==> src/core/pump_detector_pkg.sv <==
package pump_detector_pkg;

    // ======================================================================
    // register port geometry
    localparam int ADDR_W = 6;
    localparam int DATA_W = 24;

    localparam logic [ADDR_W-1:0] ADDR_PUMP_CURRENT_CONFIG = 6'h09;
    localparam logic [ADDR_W-1:0] ADDR_PUMP_AMPLIFIER_BIAS = 6'h0a;
    localparam logic [ADDR_W-1:0] ADDR_PHASE_DETECTOR_CONTROL = 6'h0b;

    // ======================================================================
    // pump_current_config field positions
    localparam int PC_RSVD_LO_LSB = 0;
    localparam int PC_RSVD_LO_W = 2;
    localparam int PC_UP_OFFSET_LSB = 2;
    localparam int PC_RSVD_MID_LSB = 5;
    localparam int PC_RSVD_MID_W = 2;
    localparam int PC_DOWN_OFFSET_LSB = 7;
    localparam int PC_UP_TRIM_LSB = 10;
    localparam int PC_DOWN_TRIM_LSB = 14;
    localparam int PC_UP_MAIN_LSB = 18;
    localparam int PC_DOWN_MAIN_LSB = 21;
    localparam int OFFSET_W = 3;
    localparam int TRIM_W = 4;
    localparam int MAIN_W = 3;

    // pump_amplifier_bias field
    localparam int AB_BIAS_LSB = 0;
    localparam int BIAS_W = 2;

    // phase_detector_control field positions
    localparam int PD_DELAY_LSB = 0;
    localparam int DELAY_W = 3;
    localparam int PD_SWAP_BIT = 3;
    localparam int PD_UP_EN_BIT = 4;
    localparam int PD_DOWN_EN_BIT = 5;
    localparam int PD_LOCK_PIN_EN_BIT = 6;
    localparam int PD_FORCE_UP_BIT = 7;
    localparam int PD_FORCE_DOWN_BIT = 8;
    localparam int PD_MUTE_LOCKED_BIT = 9;

    // ======================================================================
    // reset values
    localparam logic [OFFSET_W-1:0] RST_OFFSET = 3'h0;
    localparam logic [TRIM_W-1:0] RST_TRIM = 4'h0;
    localparam logic [MAIN_W-1:0] RST_MAIN = 3'h0;
    localparam logic [BIAS_W-1:0] RST_BIAS = 2'h0;
    localparam logic [DELAY_W-1:0] RST_DELAY = 3'h0;
    localparam logic RST_SWAP = 1'b0;
    localparam logic RST_UP_EN = 1'b1;
    localparam logic RST_DOWN_EN = 1'b1;
    localparam logic RST_LOCK_PIN_EN = 1'b1;
    localparam logic RST_FORCE = 1'b0;
    localparam logic RST_MUTE_LOCKED = 1'b0;
    localparam logic [DELAY_W-1:0] DELAY_TOO_SHORT = 3'h0;

    // ======================================================================
    // current scales in microamperes
    localparam int OFFSET_UA_W = 9;
    localparam int TRIM_UA_W = 7;
    localparam int MAIN_UA_W = 12;
    localparam int BIAS_UA_W = 11;
    localparam logic [OFFSET_UA_W-1:0] OFFSET_STEP_UA = 9'h037;
    localparam logic [TRIM_UA_W-1:0] TRIM_STEP_UA = 7'h07;
    localparam logic [MAIN_UA_W-1:0] MAIN_STEP_UA = 12'h1f4;
    localparam logic [MAIN_UA_W-1:0] MAIN_MAX_UA = 12'h7d0;
    localparam logic [MAIN_W-1:0] MAIN_SAT_CODE = 3'h4;
    localparam logic [BIAS_UA_W-1:0] BIAS_UA_0 = 11'h21c;
    localparam logic [BIAS_UA_W-1:0] BIAS_UA_1 = 11'h2b1;
    localparam logic [BIAS_UA_W-1:0] BIAS_UA_2 = 11'h3af;
    localparam logic [BIAS_UA_W-1:0] BIAS_UA_3 = 11'h5df;

    // ======================================================================
    typedef struct packed {
        logic [MAIN_W-1:0] down_main_current_code;
        logic [MAIN_W-1:0] up_main_current_code;
        logic [TRIM_W-1:0] down_trim_current_code;
        logic [TRIM_W-1:0] up_trim_current_code;
        logic [OFFSET_W-1:0] down_offset_current_code;
        logic [OFFSET_W-1:0] up_offset_current_code;
    } pump_cfg_t;

    typedef struct packed {
        logic mute_when_locked;
        logic force_down;
        logic force_up;
        logic lock_flag_pin_enable;
        logic detector_down_enable;
        logic detector_up_enable;
        logic input_swap;
        logic [DELAY_W-1:0] reset_delay_code;
    } detector_cfg_t;

    typedef struct packed {
        logic [OFFSET_UA_W-1:0] offset_ua;
        logic [TRIM_UA_W-1:0] trim_ua;
        logic [MAIN_UA_W-1:0] main_ua;
    } pump_leg_t;

endpackage

==> src/core/pump_leg_decode.sv <==
`timescale 1ns/100ps
`default_nettype none
module pump_leg_decode
    import pump_detector_pkg::*;
(
    input wire logic [OFFSET_W-1:0] offset_code,
    input wire logic [TRIM_W-1:0] trim_code,
    input wire logic [MAIN_W-1:0] main_code,
    output pump_leg_t leg
);

    // ======================================================================
    // code to microampere mapping of one pump leg
    always_comb begin
        leg.offset_ua = OFFSET_UA_W'(offset_code) * OFFSET_STEP_UA;
        leg.trim_ua = TRIM_UA_W'(trim_code) * TRIM_STEP_UA;
        if (main_code >= MAIN_SAT_CODE) begin
            leg.main_ua = MAIN_MAX_UA;
        end else begin
            leg.main_ua = MAIN_UA_W'(main_code) * MAIN_STEP_UA;
        end
    end

endmodule
`default_nettype wire

==> src/core/detector_output_gate.sv <==
`timescale 1ns/100ps
`default_nettype none
module detector_output_gate (
    input wire logic raw_pulse,
    input wire logic output_enable,
    input wire logic force_on,
    input wire logic mute_when_locked,
    input wire logic locked,
    output logic gated_pulse
);

    logic permit;

    // ======================================================================
    // with mute_when_locked set, muting applies only while locked; when clear, the enable bits mute regardless of lock
    always_comb begin
        if (mute_when_locked) begin
            permit = !locked || output_enable;
        end else begin
            permit = output_enable;
        end
        gated_pulse = force_on || (raw_pulse && permit);
    end

endmodule
`default_nettype wire

==> src/core/pump_detector_config.sv <==
`timescale 1ns/100ps
`default_nettype none
module pump_detector_config
    import pump_detector_pkg::*;
(
    input wire logic clock,
    input wire logic sys_rst,
    input wire logic reg_write,
    input wire logic reg_read,
    input wire logic [ADDR_W-1:0] reg_addr,
    input wire logic [DATA_W-1:0] reg_wdata,
    output logic [DATA_W-1:0] reg_rdata,
    output logic reg_rdata_valid,
    input wire logic charge_pump_enable,
    input wire logic detector_enable,
    input wire logic integer_mode,
    input wire logic locked,
    input wire logic ref_in,
    input wire logic vco_in,
    input wire logic raw_up,
    input wire logic raw_down,
    input wire logic serial_read_active,
    input wire logic serial_read_data,
    output logic detector_ref,
    output logic detector_vco,
    output logic detector_up,
    output logic detector_down,
    output logic [DELAY_W-1:0] reset_delay_code,
    output pump_leg_t up_leg,
    output pump_leg_t down_leg,
    output logic pump_tristate,
    output logic [BIAS_UA_W-1:0] amplifier_bias_ua,
    output logic amplifier_active,
    output logic delay_setting_unsafe,
    output logic lock_serial_out_pin,
    output logic lock_serial_out_pin_oe
);

    // ======================================================================
    // register storage
    pump_cfg_t pump_q;
    pump_cfg_t pump_d;
    logic [BIAS_W-1:0] bias_q;
    logic [BIAS_W-1:0] bias_d;
    detector_cfg_t det_q;
    detector_cfg_t det_d;
    logic [DATA_W-1:0] rdata_q;
    logic [DATA_W-1:0] rdata_d;
    logic rvalid_q;
    logic rvalid_d;

    logic hit_pump;
    logic hit_bias;
    logic hit_det;

    always_comb begin
        hit_pump = (reg_addr == ADDR_PUMP_CURRENT_CONFIG);
        hit_bias = (reg_addr == ADDR_PUMP_AMPLIFIER_BIAS);
        hit_det = (reg_addr == ADDR_PHASE_DETECTOR_CONTROL);
    end

    // writes to unmapped addresses are dropped; reserved bits are not stored
    always_comb begin
        pump_d = pump_q;
        bias_d = bias_q;
        det_d = det_q;
        if (reg_write && hit_pump) begin
            pump_d.up_offset_current_code = reg_wdata[PC_UP_OFFSET_LSB +: OFFSET_W];
            pump_d.down_offset_current_code = reg_wdata[PC_DOWN_OFFSET_LSB +: OFFSET_W];
            pump_d.up_trim_current_code = reg_wdata[PC_UP_TRIM_LSB +: TRIM_W];
            pump_d.down_trim_current_code = reg_wdata[PC_DOWN_TRIM_LSB +: TRIM_W];
            pump_d.up_main_current_code = reg_wdata[PC_UP_MAIN_LSB +: MAIN_W];
            pump_d.down_main_current_code = reg_wdata[PC_DOWN_MAIN_LSB +: MAIN_W];
        end
        if (reg_write && hit_bias) begin
            bias_d = reg_wdata[AB_BIAS_LSB +: BIAS_W];
        end
        if (reg_write && hit_det) begin
            det_d.reset_delay_code = reg_wdata[PD_DELAY_LSB +: DELAY_W];
            det_d.input_swap = reg_wdata[PD_SWAP_BIT];
            det_d.detector_up_enable = reg_wdata[PD_UP_EN_BIT];
            det_d.detector_down_enable = reg_wdata[PD_DOWN_EN_BIT];
            det_d.lock_flag_pin_enable = reg_wdata[PD_LOCK_PIN_EN_BIT];
            det_d.force_up = reg_wdata[PD_FORCE_UP_BIT];
            det_d.force_down = reg_wdata[PD_FORCE_DOWN_BIT];
            det_d.mute_when_locked = reg_wdata[PD_MUTE_LOCKED_BIT];
        end
    end

    // ======================================================================
    // read path: one cycle latency, unmapped and reserved bits read zero
    always_comb begin
        rdata_d = rdata_q;
        rvalid_d = reg_read;
        if (reg_read) begin
            rdata_d = '0;
            if (hit_pump) begin
                rdata_d[PC_UP_OFFSET_LSB +: OFFSET_W] = pump_q.up_offset_current_code;
                rdata_d[PC_DOWN_OFFSET_LSB +: OFFSET_W] = pump_q.down_offset_current_code;
                rdata_d[PC_UP_TRIM_LSB +: TRIM_W] = pump_q.up_trim_current_code;
                rdata_d[PC_DOWN_TRIM_LSB +: TRIM_W] = pump_q.down_trim_current_code;
                rdata_d[PC_UP_MAIN_LSB +: MAIN_W] = pump_q.up_main_current_code;
                rdata_d[PC_DOWN_MAIN_LSB +: MAIN_W] = pump_q.down_main_current_code;
                rdata_d[PC_RSVD_LO_LSB +: PC_RSVD_LO_W] = '0;
                rdata_d[PC_RSVD_MID_LSB +: PC_RSVD_MID_W] = '0;
            end
            if (hit_bias) begin
                rdata_d[AB_BIAS_LSB +: BIAS_W] = bias_q;
            end
            if (hit_det) begin
                rdata_d[PD_DELAY_LSB +: DELAY_W] = det_q.reset_delay_code;
                rdata_d[PD_SWAP_BIT] = det_q.input_swap;
                rdata_d[PD_UP_EN_BIT] = det_q.detector_up_enable;
                rdata_d[PD_DOWN_EN_BIT] = det_q.detector_down_enable;
                rdata_d[PD_LOCK_PIN_EN_BIT] = det_q.lock_flag_pin_enable;
                rdata_d[PD_FORCE_UP_BIT] = det_q.force_up;
                rdata_d[PD_FORCE_DOWN_BIT] = det_q.force_down;
                rdata_d[PD_MUTE_LOCKED_BIT] = det_q.mute_when_locked;
            end
        end
    end

    always_ff @(posedge clock or posedge sys_rst) begin
        if (sys_rst) begin
            pump_q.up_offset_current_code <= RST_OFFSET;
            pump_q.down_offset_current_code <= RST_OFFSET;
            pump_q.up_trim_current_code <= RST_TRIM;
            pump_q.down_trim_current_code <= RST_TRIM;
            pump_q.up_main_current_code <= RST_MAIN;
            pump_q.down_main_current_code <= RST_MAIN;
            bias_q <= RST_BIAS;
            det_q.reset_delay_code <= RST_DELAY;
            det_q.input_swap <= RST_SWAP;
            det_q.detector_up_enable <= RST_UP_EN;
            det_q.detector_down_enable <= RST_DOWN_EN;
            det_q.lock_flag_pin_enable <= RST_LOCK_PIN_EN;
            det_q.force_up <= RST_FORCE;
            det_q.force_down <= RST_FORCE;
            det_q.mute_when_locked <= RST_MUTE_LOCKED;
            rdata_q <= '0;
            rvalid_q <= 1'b0;
        end else begin
            pump_q <= pump_d;
            bias_q <= bias_d;
            det_q <= det_d;
            rdata_q <= rdata_d;
            rvalid_q <= rvalid_d;
        end
    end

    always_comb begin
        reg_rdata = rdata_q;
        reg_rdata_valid = rvalid_q;
    end

    // ======================================================================
    // pump current decode
    pump_leg_t up_leg_c;
    pump_leg_t down_leg_c;

    pump_leg_decode u_up_leg (
        .offset_code(pump_q.up_offset_current_code),
        .trim_code(pump_q.up_trim_current_code),
        .main_code(pump_q.up_main_current_code),
        .leg(up_leg_c)
    );

    pump_leg_decode u_down_leg (
        .offset_code(pump_q.down_offset_current_code),
        .trim_code(pump_q.down_trim_current_code),
        .main_code(pump_q.down_main_current_code),
        .leg(down_leg_c)
    );

    // ======================================================================
    // detector output gating
    logic up_gated_c;
    logic down_gated_c;

    detector_output_gate u_up_gate (
        .raw_pulse(raw_up),
        .output_enable(det_q.detector_up_enable),
        .force_on(det_q.force_up),
        .mute_when_locked(det_q.mute_when_locked),
        .locked(locked),
        .gated_pulse(up_gated_c)
    );

    detector_output_gate u_down_gate (
        .raw_pulse(raw_down),
        .output_enable(det_q.detector_down_enable),
        .force_on(det_q.force_down),
        .mute_when_locked(det_q.mute_when_locked),
        .locked(locked),
        .gated_pulse(down_gated_c)
    );

    // ======================================================================
    // registered outputs toward the analog side
    logic [BIAS_UA_W-1:0] bias_ua_c;
    pump_leg_t up_leg_q;
    pump_leg_t down_leg_q;
    logic tristate_q;
    logic tristate_d;
    logic [BIAS_UA_W-1:0] bias_ua_q;
    logic amp_active_q;
    logic unsafe_q;
    logic unsafe_d;
    logic ref_q;
    logic ref_d;
    logic vco_q;
    logic vco_d;
    logic up_q;
    logic down_q;
    logic pin_q;
    logic pin_d;
    logic pin_oe_q;
    logic pin_oe_d;

    always_comb begin
        unique case (bias_q)
            2'h0: bias_ua_c = BIAS_UA_0;
            2'h1: bias_ua_c = BIAS_UA_1;
            2'h2: bias_ua_c = BIAS_UA_2;
            2'h3: bias_ua_c = BIAS_UA_3;
        endcase
        // both main current codes at 0 with the detector off float the pump output; offset and trim codes are ignored
        tristate_d = (pump_q.up_main_current_code == RST_MAIN)
            && (pump_q.down_main_current_code == RST_MAIN)
            && !detector_enable;
        // flag only; the delay code still goes out as written
        unsafe_d = integer_mode && (det_q.reset_delay_code == DELAY_TOO_SHORT);
        ref_d = det_q.input_swap ? vco_in : ref_in;
        vco_d = det_q.input_swap ? ref_in : vco_in;
        // serial read data owns the pin while a read is in progress
        if (serial_read_active) begin
            pin_d = serial_read_data;
            pin_oe_d = 1'b1;
        end else begin
            pin_d = det_q.lock_flag_pin_enable && locked;
            pin_oe_d = det_q.lock_flag_pin_enable;
        end
    end

    always_ff @(posedge clock or posedge sys_rst) begin
        if (sys_rst) begin
            up_leg_q <= '0;
            down_leg_q <= '0;
            tristate_q <= 1'b0;
            bias_ua_q <= BIAS_UA_0;
            amp_active_q <= 1'b0;
            unsafe_q <= 1'b0;
            ref_q <= 1'b0;
            vco_q <= 1'b0;
            up_q <= 1'b0;
            down_q <= 1'b0;
            pin_q <= 1'b0;
            pin_oe_q <= 1'b0;
        end else begin
            up_leg_q <= up_leg_c;
            down_leg_q <= down_leg_c;
            tristate_q <= tristate_d;
            bias_ua_q <= bias_ua_c;
            amp_active_q <= charge_pump_enable;
            unsafe_q <= unsafe_d;
            ref_q <= ref_d;
            vco_q <= vco_d;
            up_q <= up_gated_c;
            down_q <= down_gated_c;
            pin_q <= pin_d;
            pin_oe_q <= pin_oe_d;
        end
    end

    always_comb begin
        up_leg = up_leg_q;
        down_leg = down_leg_q;
        pump_tristate = tristate_q;
        amplifier_bias_ua = bias_ua_q;
        amplifier_active = amp_active_q;
        delay_setting_unsafe = unsafe_q;
        reset_delay_code = det_q.reset_delay_code;
        detector_ref = ref_q;
        detector_vco = vco_q;
        detector_up = up_q;
        detector_down = down_q;
        lock_serial_out_pin = pin_q;
        lock_serial_out_pin_oe = pin_oe_q;
    end

endmodule
`default_nettype wire

==> config.mk <==
export PLATFORM = sky130hd
export DESIGN_NAME = pump_detector_config
export DESIGN_NICKNAME = d
export VERILOG_FILES = /design/src/core/pump_detector_pkg.sv /design/src/core/pump_leg_decode.sv /design/src/core/detector_output_gate.sv /design/src/core/pump_detector_config.sv
export SDC_FILE = /design/constraint.sdc
export NUM_CORES = 1
export LEC_CHECK = 0
export ABC_AREA = 1
export BUFFER_PORTS_ARGS = -buffer_cell sky130_fd_sc_hd__clkbuf_2
export CAP_MARGIN = 20
export CORE_ASPECT_RATIO = 1.75
export CORE_MARGIN = 2
export CORE_UTILIZATION = 35
export DETAILED_ROUTE_END_ITERATION = 10
export GPL_TIMING_DRIVEN = 1
export MAX_ROUTING_LAYER = met4
export PLACE_DENSITY = 0.54
export SYNTH_ARGS = -nofsm -noshare
export SYNTH_HDL_FRONTEND = slang
export SYNTH_SLANG_ARGS = --single-unit
==> constraint.sdc <==
create_clock -name clock -period 5.7 [get_ports clock]
set_clock_uncertainty 0.1 [all_clocks]
set_input_delay 0.855 -clock clock [delete_from_list [all_inputs] [get_ports clock]]
set_output_delay 0.855 -clock clock [all_outputs]
set_load 0.02 [all_outputs]
## Yosys cells after proc, flatten, opt, wreduce, memory -nomap -nowiden

Index checks and enable logic that the tools add are counted.

| storage, ports and cells | value |
|---|---|
| memory bits (read-only) | 0 |
| output and inout bits | 104 |
| register bits | 133 |
| word-level logic and storage cells | 78 |
| latch bits | 0 |
| memories kept | 0 |
| bits in writable memories | 0 |
| bits of input ports | 44 |

| operators by class | value |
|---|---|
| equality and inequality tests | 6 |
| multipliers | 6 |
| bitwise operators | 0 |
| div/mod/pow operators | 0 |
| muxes and demuxes | 12 |
| add/sub/neg operators | 0 |
| reduce and logical (&&, ||, !) cells | 19 |
| $lt $le $gt $ge | 2 |
| shift-type cells | 0 |

Operators with widths:

| kind | count |
|---|---|
| 11-bit one-hot mux with 4 select lines | 1 |
| 12-bit 2-to-1 mux | 2 |
| 24-bit 2-to-1 mux | 1 |
| 3-bit by 7-bit multiplier with 10-bit output (second input constant) | 2 |
| 6-bit by 4-bit equality test with 1-bit output (second input constant) | 3 |
| 3-bit by 6-bit multiplier with 9-bit output (second input constant) | 2 |
| 4-bit by 3-bit multiplier with 7-bit output (second input constant) | 2 |
| 10-bit 2-to-1 mux | 1 |
| 1-bit logical AND | 9 |
| 3-bit logical NOT | 3 |
| 3-bit >= comparator (second input constant) | 2 |
| 1-bit 2-to-1 mux | 6 |
| 2-bit equality test (second input constant) | 2 |
| 1-bit logical OR | 4 |
| 2-bit by 1-bit equality test with 1-bit output (second input constant) | 1 |
| 1-bit logical NOT | 2 |
| 2-bit logical NOT | 1 |
| 2-bit 2-to-1 mux | 1 |

## Depth between registers and ports, before layout

Gate-level depths: netlist of the first run.

| depth | value |
|---|---|
| depth in word-level cells | 5 |
| gate-level depth with buffers | 13 |
| gate-level depth less buffers | 12 |

## Cells and area by module

Synthesis of the first run repeated with hierarchy kept, for this count alone.

| unflattened totals | value |
|---|---|
| cells, all modules | 642 |
| area total of the unflattened synthesis | 6,538.8 um2 |

Modules (own cells, without submodules):

| module | seq. area each (um2) | instances | area an instance (um2) | cells each |
|---|---|---|---|---|
| pump_detector_config | 3,235.6 | 1 | 4,583.1 | 381 |
| pump_leg_decode (u_up_leg) | 0.0 | 1 | 954.7 | 124 |
| pump_leg_decode (u_down_leg) | 0.0 | 1 | 948.4 | 123 |
| detector_output_gate | 0.0 | 2 | 26.3 | 7 |

## Worst setup path after synthesis of the first run

No wires, ideal clock.

| timing path | value |
|---|---|
| path type | register to register |
| start point | register pump_q[16] (netlist name) |
| end point | register up_leg_q (netlist bit up_leg[7]) |
| arrival | 2.584 ns |
| library setup time | 0.127 ns |
| cell stages (with the launch flop) | 13 |
| data required time | 5.473 ns |
| setup slack | 2.889 ns |
| buffers on the path | 1 |
| cells stage by stage | dfrtp_1 > clkbuf_1 > inv_1 > fa_1 > inv_1 > nand2_1 > nand2_1 > inv_1 > ha_1 > inv_1 > nand2_1 > fa_1 > or2_2 |

RTL lines:

| item | line | RTL |
|---|---|---|
| start, declared | pump_detector_config.sv:41 | `pump_cfg_t pump_q;` |
| start signal, assigned | pump_detector_config.sv:143 | `pump_q <= pump_d;` |
| end signal, assigned | pump_detector_config.sv:260 | `up_leg_q <= up_leg_c;` |
| end, declared | pump_detector_config.sv:201 | `pump_leg_t up_leg_q;` |

==> impl_metrics.env, run 1 <==
export IMPL_outcome="finished clean"
export IMPL_finalWorstPathRequiredPeriod_ns=3.09
export IMPL_drt_first_pass_iters=4
export IMPL_kind_of_cell_adding_the_most_delay_to_the_critical_path="adder cells"
export IMPL_final_nets=873
export IMPL_placedCellCount=964
export IMPL_floorplan_initialDensity_pct=35.4
export IMPL_highest_attainable_clock_frequency_mhz=323
export IMPL_std_cell_rows=64
export IMPL_arrival_ns=3.29
export IMPL_vias=4533
export IMPL_cts_root_buffer_cell="sky130_fd_sc_hd__clkbuf_16"
export IMPL_final_antenna_net_count=0
export IMPL_multiInputGateArea_um2=2570
export IMPL_setup_repair_after_global_routing_missed_its_margin="no"
export IMPL_io_buffer_count=143
export IMPL_synthDominantAreaCellType="sky130_fd_sc_hd__dfrtp_1"
export IMPL_synth_enable_flop_cells=0
export IMPL_avgSynthCellArea_um2=10.1
export IMPL_clock_tree_buffer_depth=2
export IMPL_wirelength_um=14800
export IMPL_clk_transition_reported_paths_ns=0.06
export IMPL_ys_top_cells_by_area="sky130_fd_sc_hd__dfrtp_1, sky130_fd_sc_hd__ha_1, sky130_fd_sc_hd__nand2_1, sky130_fd_sc_hd__fa_1, sky130_fd_sc_hd__inv_1"
export IMPL_synthFlopType="sky130_fd_sc_hd__dfrtp_1"
export IMPL_grt_first_pass_wirelength_um=23800
export IMPL_cpPeakStageDelay_ns=0.57
export IMPL_detail_route_drc_violations=0
export IMPL_crit_path_end_kind="register"
export IMPL_cts_max_level=4
export IMPL_gr_total_overflow=0
export IMPL_crit_chain="inv_1, fa_1, inv_1, nand2_1, nand2_1, inv_1, ha_1, inv_1, nand2_1, fa_1, or2_2"
export IMPL_post_synth_instance_area_um2=6150
export IMPL_critPathLaunch="pump_q[16]$_DFFE_PP0P_"
export IMPL_worstPathMaxFanout=12
export IMPL_cp_required_ns=5.90
export IMPL_cts_repair_resize_count=0
export IMPL_ys_ff_latch=125
export IMPL_hold_violations=0
export IMPL_cts_setup_buffers=0
export IMPL_grt_pass1_vias=4801
export IMPL_numCtsBuffers=17
export IMPL_n_fill_cell=1727
export IMPL_async_flop_share_pct=100
export IMPL_number_of_hold_repair_buffers_added_at_the_cts_stage=0
export IMPL_vdd_ir_drop_worst_v=0.000187
export IMPL_critPathKind="reg2reg"
export IMPL_holdCritPathClass="reg2reg"
export IMPL_floorplan_die_area_um2=18700
export IMPL_reg_to_reg_slack_setup_ns=2.61
export IMPL_place_hpwl_um=10700
export IMPL_synth_warning_count=0
export IMPL_combined_global_route_utilization_of_all_metal_layers_pct=17.1
export IMPL_post_route_period_util_pct=54.3
export IMPL_drt_first_iter_violations=128
export IMPL_timing_critical_path_slowest_stage_cell="sky130_fd_sc_hd__dfrtp_1"
export IMPL_finalSetupViolations=0
export IMPL_critical_path_most_common_cell="sky130_fd_sc_hd__inv_1"
export IMPL_post_drt_wl_per_cell_um=14.8
export IMPL_synth_top_cell_area_share_pct=48.5
export IMPL_drive_gt1_share_pct=25.2
export IMPL_layout_area_overhead_vs_synth_pct=22.9
export IMPL_reg2reg_to="up_leg[7]$_DFF_PP0_"
export IMPL_cp_start_kind="register"
export IMPL_weighted_congestion_at_the_end_of_routability_driven_global_placement=0.840
export IMPL_number_of_antenna_violations_at_the_first_check_in_global_routing=0
export IMPL_core_area_um2=17400
export IMPL_crit_path_end="up_leg[7]$_DFF_PP0_"
export IMPL_r2r_start="pump_q[16]$_DFFE_PP0P_"
export IMPL_synth_most_common_cell="sky130_fd_sc_hd__nand2_1"
export IMPL_die_height_um=179
export IMPL_timing_max_cap_violations=0
export IMPL_finish_cell_count_without_fillers=997
export IMPL_fin_setup_tns_ns=0
export IMPL_post_layout_total_power_w=0.00304
export IMPL_vias_per_cell=4.55
export IMPL_clock_sinks=125
export IMPL_utilization_pct=43.5
export IMPL_relative_max_transition_margin_pct=41.6
export IMPL_critical_path_buf_inv_count=4
export IMPL_io_pin_count=148
export IMPL_clock_latency_reported_for_the_late_side_of_the_worst_skew_pair_ns=0.42
export IMPL_die_width_um=104
export IMPL_synth_cell_type_count=32
export IMPL_register_area_share_after_synthesis_pct=51.0
export IMPL_r2r_worst_path_cells=11
export IMPL_postSynthCellCount=610
export IMPL_cts_tree="yes"
export IMPL_seqCellArea_um2=3140
export IMPL_leakage_nw=4.08
export IMPL_worst_slew_pin_transition_ns=0.876
export IMPL_maxSlewViolCount=0
export IMPL_pin_count_of_the_biggest_net_entering_global_routing=73
export IMPL_yosys_top_cells_count="sky130_fd_sc_hd__nand2_1, sky130_fd_sc_hd__dfrtp_1, sky130_fd_sc_hd__inv_1"
export IMPL_power_per_cell_area_nw_per_um2=402
export IMPL_critical_path_depth=11
-- how the worst min path moves through the flow --
stage               cells after the start  slack, ns                         to                 startpoint
global placement                        2       0.35    detector_down$_DFF_PP0_       det_q[8]$_DFFE_PP0P_
floorplan                               2       0.33    detector_down$_DFF_PP0_       det_q[8]$_DFFE_PP0P_
finish                                  2       0.37      detector_up$_DFF_PP0_       det_q[7]$_DFFE_PP0P_
CTS                                     2       0.37      detector_up$_DFF_PP0_       det_q[7]$_DFFE_PP0P_
detailed placement                      2       0.35      detector_up$_DFF_PP0_       det_q[7]$_DFFE_PP0P_
global route                            2       0.39  reg_rdata[14]$_DFFE_PP0P_  reg_rdata[14]$_DFFE_PP0P_
-- placed cells by master, fill, tap and decap left out, drive strengths merged, types with 2 or more instances in the layout --
master	Yosys	routed
clkinv	0	7
conb	1	4
dfrtp	119	119
a21oi	29	29
fa	20	20
o211ai	2	2
o21bai	2	2
nor2	32	32
nand2	146	146
clkbuf	6	166
inv	76	76
o21ai	26	26
dfstp	6	6
or2	6	6
ha	57	57
nand4	7	7
a31oi	2	2
nand3	40	40
xor2	9	9
xnor2	3	3
-- cell type report --
type	instances	area share [%]
clock inverters	9	0.961
repair buffers	144	9.58
clock buffers	23	6.20
multi-input cells	388	34.1
diodes	1	0.0331
flip-flops and latches	125	41.5
inverters	76	3.81
well taps	231	3.83
-- worst register-to-register path, cell delays in order (launching register included) --
cell and delay (ns):
sky130_fd_sc_hd__dfrtp_1 0.57, sky130_fd_sc_hd__inv_1 0.26, sky130_fd_sc_hd__fa_1 0.49, sky130_fd_sc_hd__inv_1 0.15
sky130_fd_sc_hd__nand2_1 0.13, sky130_fd_sc_hd__nand2_1 0.11, sky130_fd_sc_hd__inv_1 0.06, sky130_fd_sc_hd__ha_1 0.20
sky130_fd_sc_hd__inv_1 0.06, sky130_fd_sc_hd__nand2_1 0.09, sky130_fd_sc_hd__fa_1 0.47, sky130_fd_sc_hd__or2_2 0.28
-- cells by family after synthesis --
logic type	after synthesis	share of synthesized area, %
buffers and inverters	100	7.29
and+or+nand+nor	233	16.4
other	1	0.0610
xor gates and xnor gates	12	1.71
DFF	125	51.0
AOI/OAI and AO/OA	62	5.35
adders and majority gates	77	18.1
-- flip-flops by register name, summed over array words and instances (netlist names) --
name                    cells
down_leg                   26
up_leg                     26
reg_rdata                  24
pump_q                     20
amplifier_bias_ua           7
det_q                       7
reset_delay_code            3
bias_q                      2
amplifier_active            1
delay_setting_unsafe        1
detector_down               1
detector_ref                1
detector_up                 1
detector_vco                1
lock_serial_out_pin         1
lock_serial_out_pin_oe      1
pump_tristate               1
reg_rdata_valid             1
-- power by group --
group	internal, W	leakage [nW]	total, W	switching (W)
clock network	0.000616	0.270	0.00100	0.000386
logic	0.000310	2.35	0.000887	0.000577
registers	0.00106	1.47	0.00115	0.0000908
-- metal layers --
metal	up-vias	GRT usage [%]	wire, µm
li1	2190	-	-
met3	23	3.96	630
met2	118	32.1	8390
met1	2202	16.5	5400
met4	0	8.05	382
met5	-	-	0
-- stage by stage --
stage	hold WS, ns	area [µm²]	setup WS (ns)
after global routing	0.390	7550	2.40
after CTS	0.366	7550	2.62
after floorplan	0.327	6160	1.43
final	0.366	7550	2.61
after global placement	0.345	7010	2.78
after detailed placement	0.353	7010	2.63
(Power assumes the default switching activity.)
==> run 2: changes to the inputs <==
PLACE_DENSITY = 0.56   (was 0.54)
clock period = 2.8 ns   (was 5.7 ns; I/O delays follow)
==> run 2 against run 1 <==
  * Largest cell class unchanged
  * Critical path depth unchanged
  * Fmax increased by 18%
  * Sequential share of layout area decreased by 0.93 points
  * Worst hold slack got worse by 0.32 ns
  * Critical endpoint unchanged
  * Non-clock buffer count increased by 10
  * Cell area increased by 2.3%
  * Clock power increased by 130%
  * Via count about the same
  * Combinational power increased by 110%
==> impl_metrics.env, run 2 (synthesis gave the netlist of run 1 again) <==
export IMPL_outcome="finished clean"
export IMPL_numCtsBuffers=17
export IMPL_core_area_um2=17400
export IMPL_detail_route_drc_violations=0
export IMPL_wirelength_um=14500
export IMPL_gr_total_overflow=0
export IMPL_timing_max_cap_violations=0
export IMPL_clock_latency_reported_for_the_late_side_of_the_worst_skew_pair_ns=0.41
export IMPL_kind_of_cell_adding_the_most_delay_to_the_critical_path="adder cells"
export IMPL_layout_commonest_cell="sky130_fd_sc_hd__nand2_1"
export IMPL_highest_attainable_clock_frequency_mhz=380
export IMPL_setup_repair_after_global_routing_missed_its_margin="no"
export IMPL_std_cell_rows=64
export IMPL_hold_path_startpoint="detector_enable"
export IMPL_maxSlewViolCount=0
export IMPL_weighted_congestion_at_the_end_of_routability_driven_global_placement=0.839
export IMPL_reg_to_reg_slack_setup_ns=0.17
export IMPL_reg2reg_to="up_leg[7]$_DFF_PP0_"
export IMPL_crit_chain="inv_1, fa_1, inv_1, nand2_1, nand2_1, inv_1, ha_1, inv_1, nand2_1, fa_1, or2_2"
export IMPL_arrival_ns=2.82
export IMPL_leakage_nw=4.16
export IMPL_cts_tree="yes"
export IMPL_relative_max_transition_margin_pct=52.8
export IMPL_vias_per_cell=4.51
export IMPL_clock_sinks=125
export IMPL_r2r_worst_path_cells=11
export IMPL_placement_setup_worst_slack_ns=0.141
export IMPL_dpl_instance_area_um2=7090
export IMPL_cp_start_kind="register"
export IMPL_number_of_antenna_violations_at_the_first_check_in_global_routing=1
export IMPL_final_setup_worst_slack_ns=0.170
export IMPL_hold_violations=0
export IMPL_final_antenna_net_count=0
export IMPL_io_buffer_count=143
export IMPL_place_hpwl_um=10400
export IMPL_critPathKind="reg2reg"
export IMPL_vdd_ir_drop_worst_v=0.000355
export IMPL_floorplan_die_area_um2=18700
export IMPL_clock_tree_buffer_depth=2
export IMPL_finish_cell_count_without_fillers=1007
export IMPL_most_common_layout_cells="sky130_fd_sc_hd__nand2_1, sky130_fd_sc_hd__clkbuf_2, sky130_fd_sc_hd__dfrtp_1"
export IMPL_crit_path_end_kind="register"
export IMPL_r2r_start="pump_q[14]$_DFFE_PP0P_"
export IMPL_drt_first_pass_iters=4
export IMPL_final_nets=883
export IMPL_die_height_um=179
export IMPL_cts_setup_buffers=0
export IMPL_clk_transition_reported_paths_ns=0.06
export IMPL_io_pin_count=148
export IMPL_critical_path_most_common_cell="sky130_fd_sc_hd__inv_1"
export IMPL_holdCritPathClass="in2reg"
export IMPL_die_width_um=104
export IMPL_cpPeakStageDelay_ns=0.46
export IMPL_postLayoutCellArea_um2=7730
export IMPL_cp_required_ns=2.99
export IMPL_critPathLaunch="pump_q[14]$_DFFE_PP0P_"
export IMPL_combined_global_route_utilization_of_all_metal_layers_pct=17.0
export IMPL_critical_path_buf_inv_count=4
export IMPL_drive_gt1_share_pct=26.7
export IMPL_utilization_pct=44.5
export IMPL_instance_count_along_the_most_critical_hold_path=2
export IMPL_finalWorstPathRequiredPeriod_ns=2.63
export IMPL_worst_slew_pin_transition_ns=0.708
export IMPL_placedCellCount=973
export IMPL_cts_max_level=4
export IMPL_fin_setup_tns_ns=0
export IMPL_grt_pass1_vias=4600
export IMPL_post_drt_wl_per_cell_um=14.4
export IMPL_timing_critical_path_slowest_stage_cell="sky130_fd_sc_hd__fa_1"
export IMPL_worstPathMaxFanout=6
export IMPL_power_per_cell_area_nw_per_um2=840
export IMPL_finalSetupViolations=0
export IMPL_layout_area_overhead_vs_synth_pct=25.8
export IMPL_post_route_period_util_pct=93.9
export IMPL_min_to="pump_tristate$_DFF_PP0_"
export IMPL_floorplan_initialDensity_pct=35.4
export IMPL_grt_first_pass_wirelength_um=23500
export IMPL_cts_root_buffer_cell="sky130_fd_sc_hd__clkbuf_16"
export IMPL_vias=4537
export IMPL_drt_first_iter_violations=110
export IMPL_pin_count_of_the_biggest_net_entering_global_routing=126
==> run 2: cell types whose count changed in the layout (fill, tap and decap cells not counted), moves of 2 or more <==
cell                         change
sky130_fd_sc_hd__buf_4           +8
sky130_fd_sc_hd__bufinv_16       +3
sky130_fd_sc_hd__clkbuf_1        -3
sky130_fd_sc_hd__clkinvlp_4      +3
sky130_fd_sc_hd__clkinv_2        -2
==> run 2: worst max-delay path by stage <==
stage                     cells after the start                  end  slack, ns
final                                        11  up_leg[7]$_DFF_PP0_       0.17
after global routing                         11  up_leg[7]$_DFF_PP0_     0.0006
after CTS                                    11  up_leg[7]$_DFF_PP0_       0.13
after detailed placement                     11  up_leg[7]$_DFF_PP0_       0.14
after global placement                       11  up_leg[7]$_DFF_PP0_       0.18
after floorplan                              12  up_leg[7]$_DFF_PP0_       0.05
==> run 2: power by group <==
| group | total [W] | switching, W | internal, W |
|---|---|---|---|
| sequential | 0.00232 | 0.000169 | 0.00215 |
| combinational | 0.00183 | 0.00117 | 0.000657 |
| clock | 0.00234 | 0.000816 | 0.00153 |
==> run 2: timing repair <==
action / 4_1_cts / 5_1_grt
setup endpoints to repair: 0 / 2
hold endpoints to repair: 0 / 1
resized for setup: 0 / 2
hold buffers: 0 / 1
==> run 2: per-stage QoR <==
step | power, W | hold WS, ns
4_1_cts | 0.00659 | 0.00365
2_1_floorplan | 0.00362 | 0.327
3_3_place_gp | 0.00420 | 0.364
6_report | 0.00649 | 0.0502
5_1_grt | 0.00691 | 0.0336
3_5_place_dp | 0.00421 | 0.362
==> run 2: final cells by class <==
cell class	count	area (µm²)
Clock buffer	20	457
Multi-Input combinational cell	388	2570
Antenna cell	1	2.50
Clock inverter	12	168
Tap cell	231	289
Sequential cell	125	3140
Fill cell	1736	9650
Inverter	76	289
Timing Repair Buffer	154	813
==> run 2: layer usage <==
layer,global-route usage (%),part of all wire (%),vias to the layer above
met2,30.5,55,113
met3,4.25,4.4,22
li1,-,-,2206
met4,7.26,2.2,0
met5,-,0,-
met1,17.8,38,2196
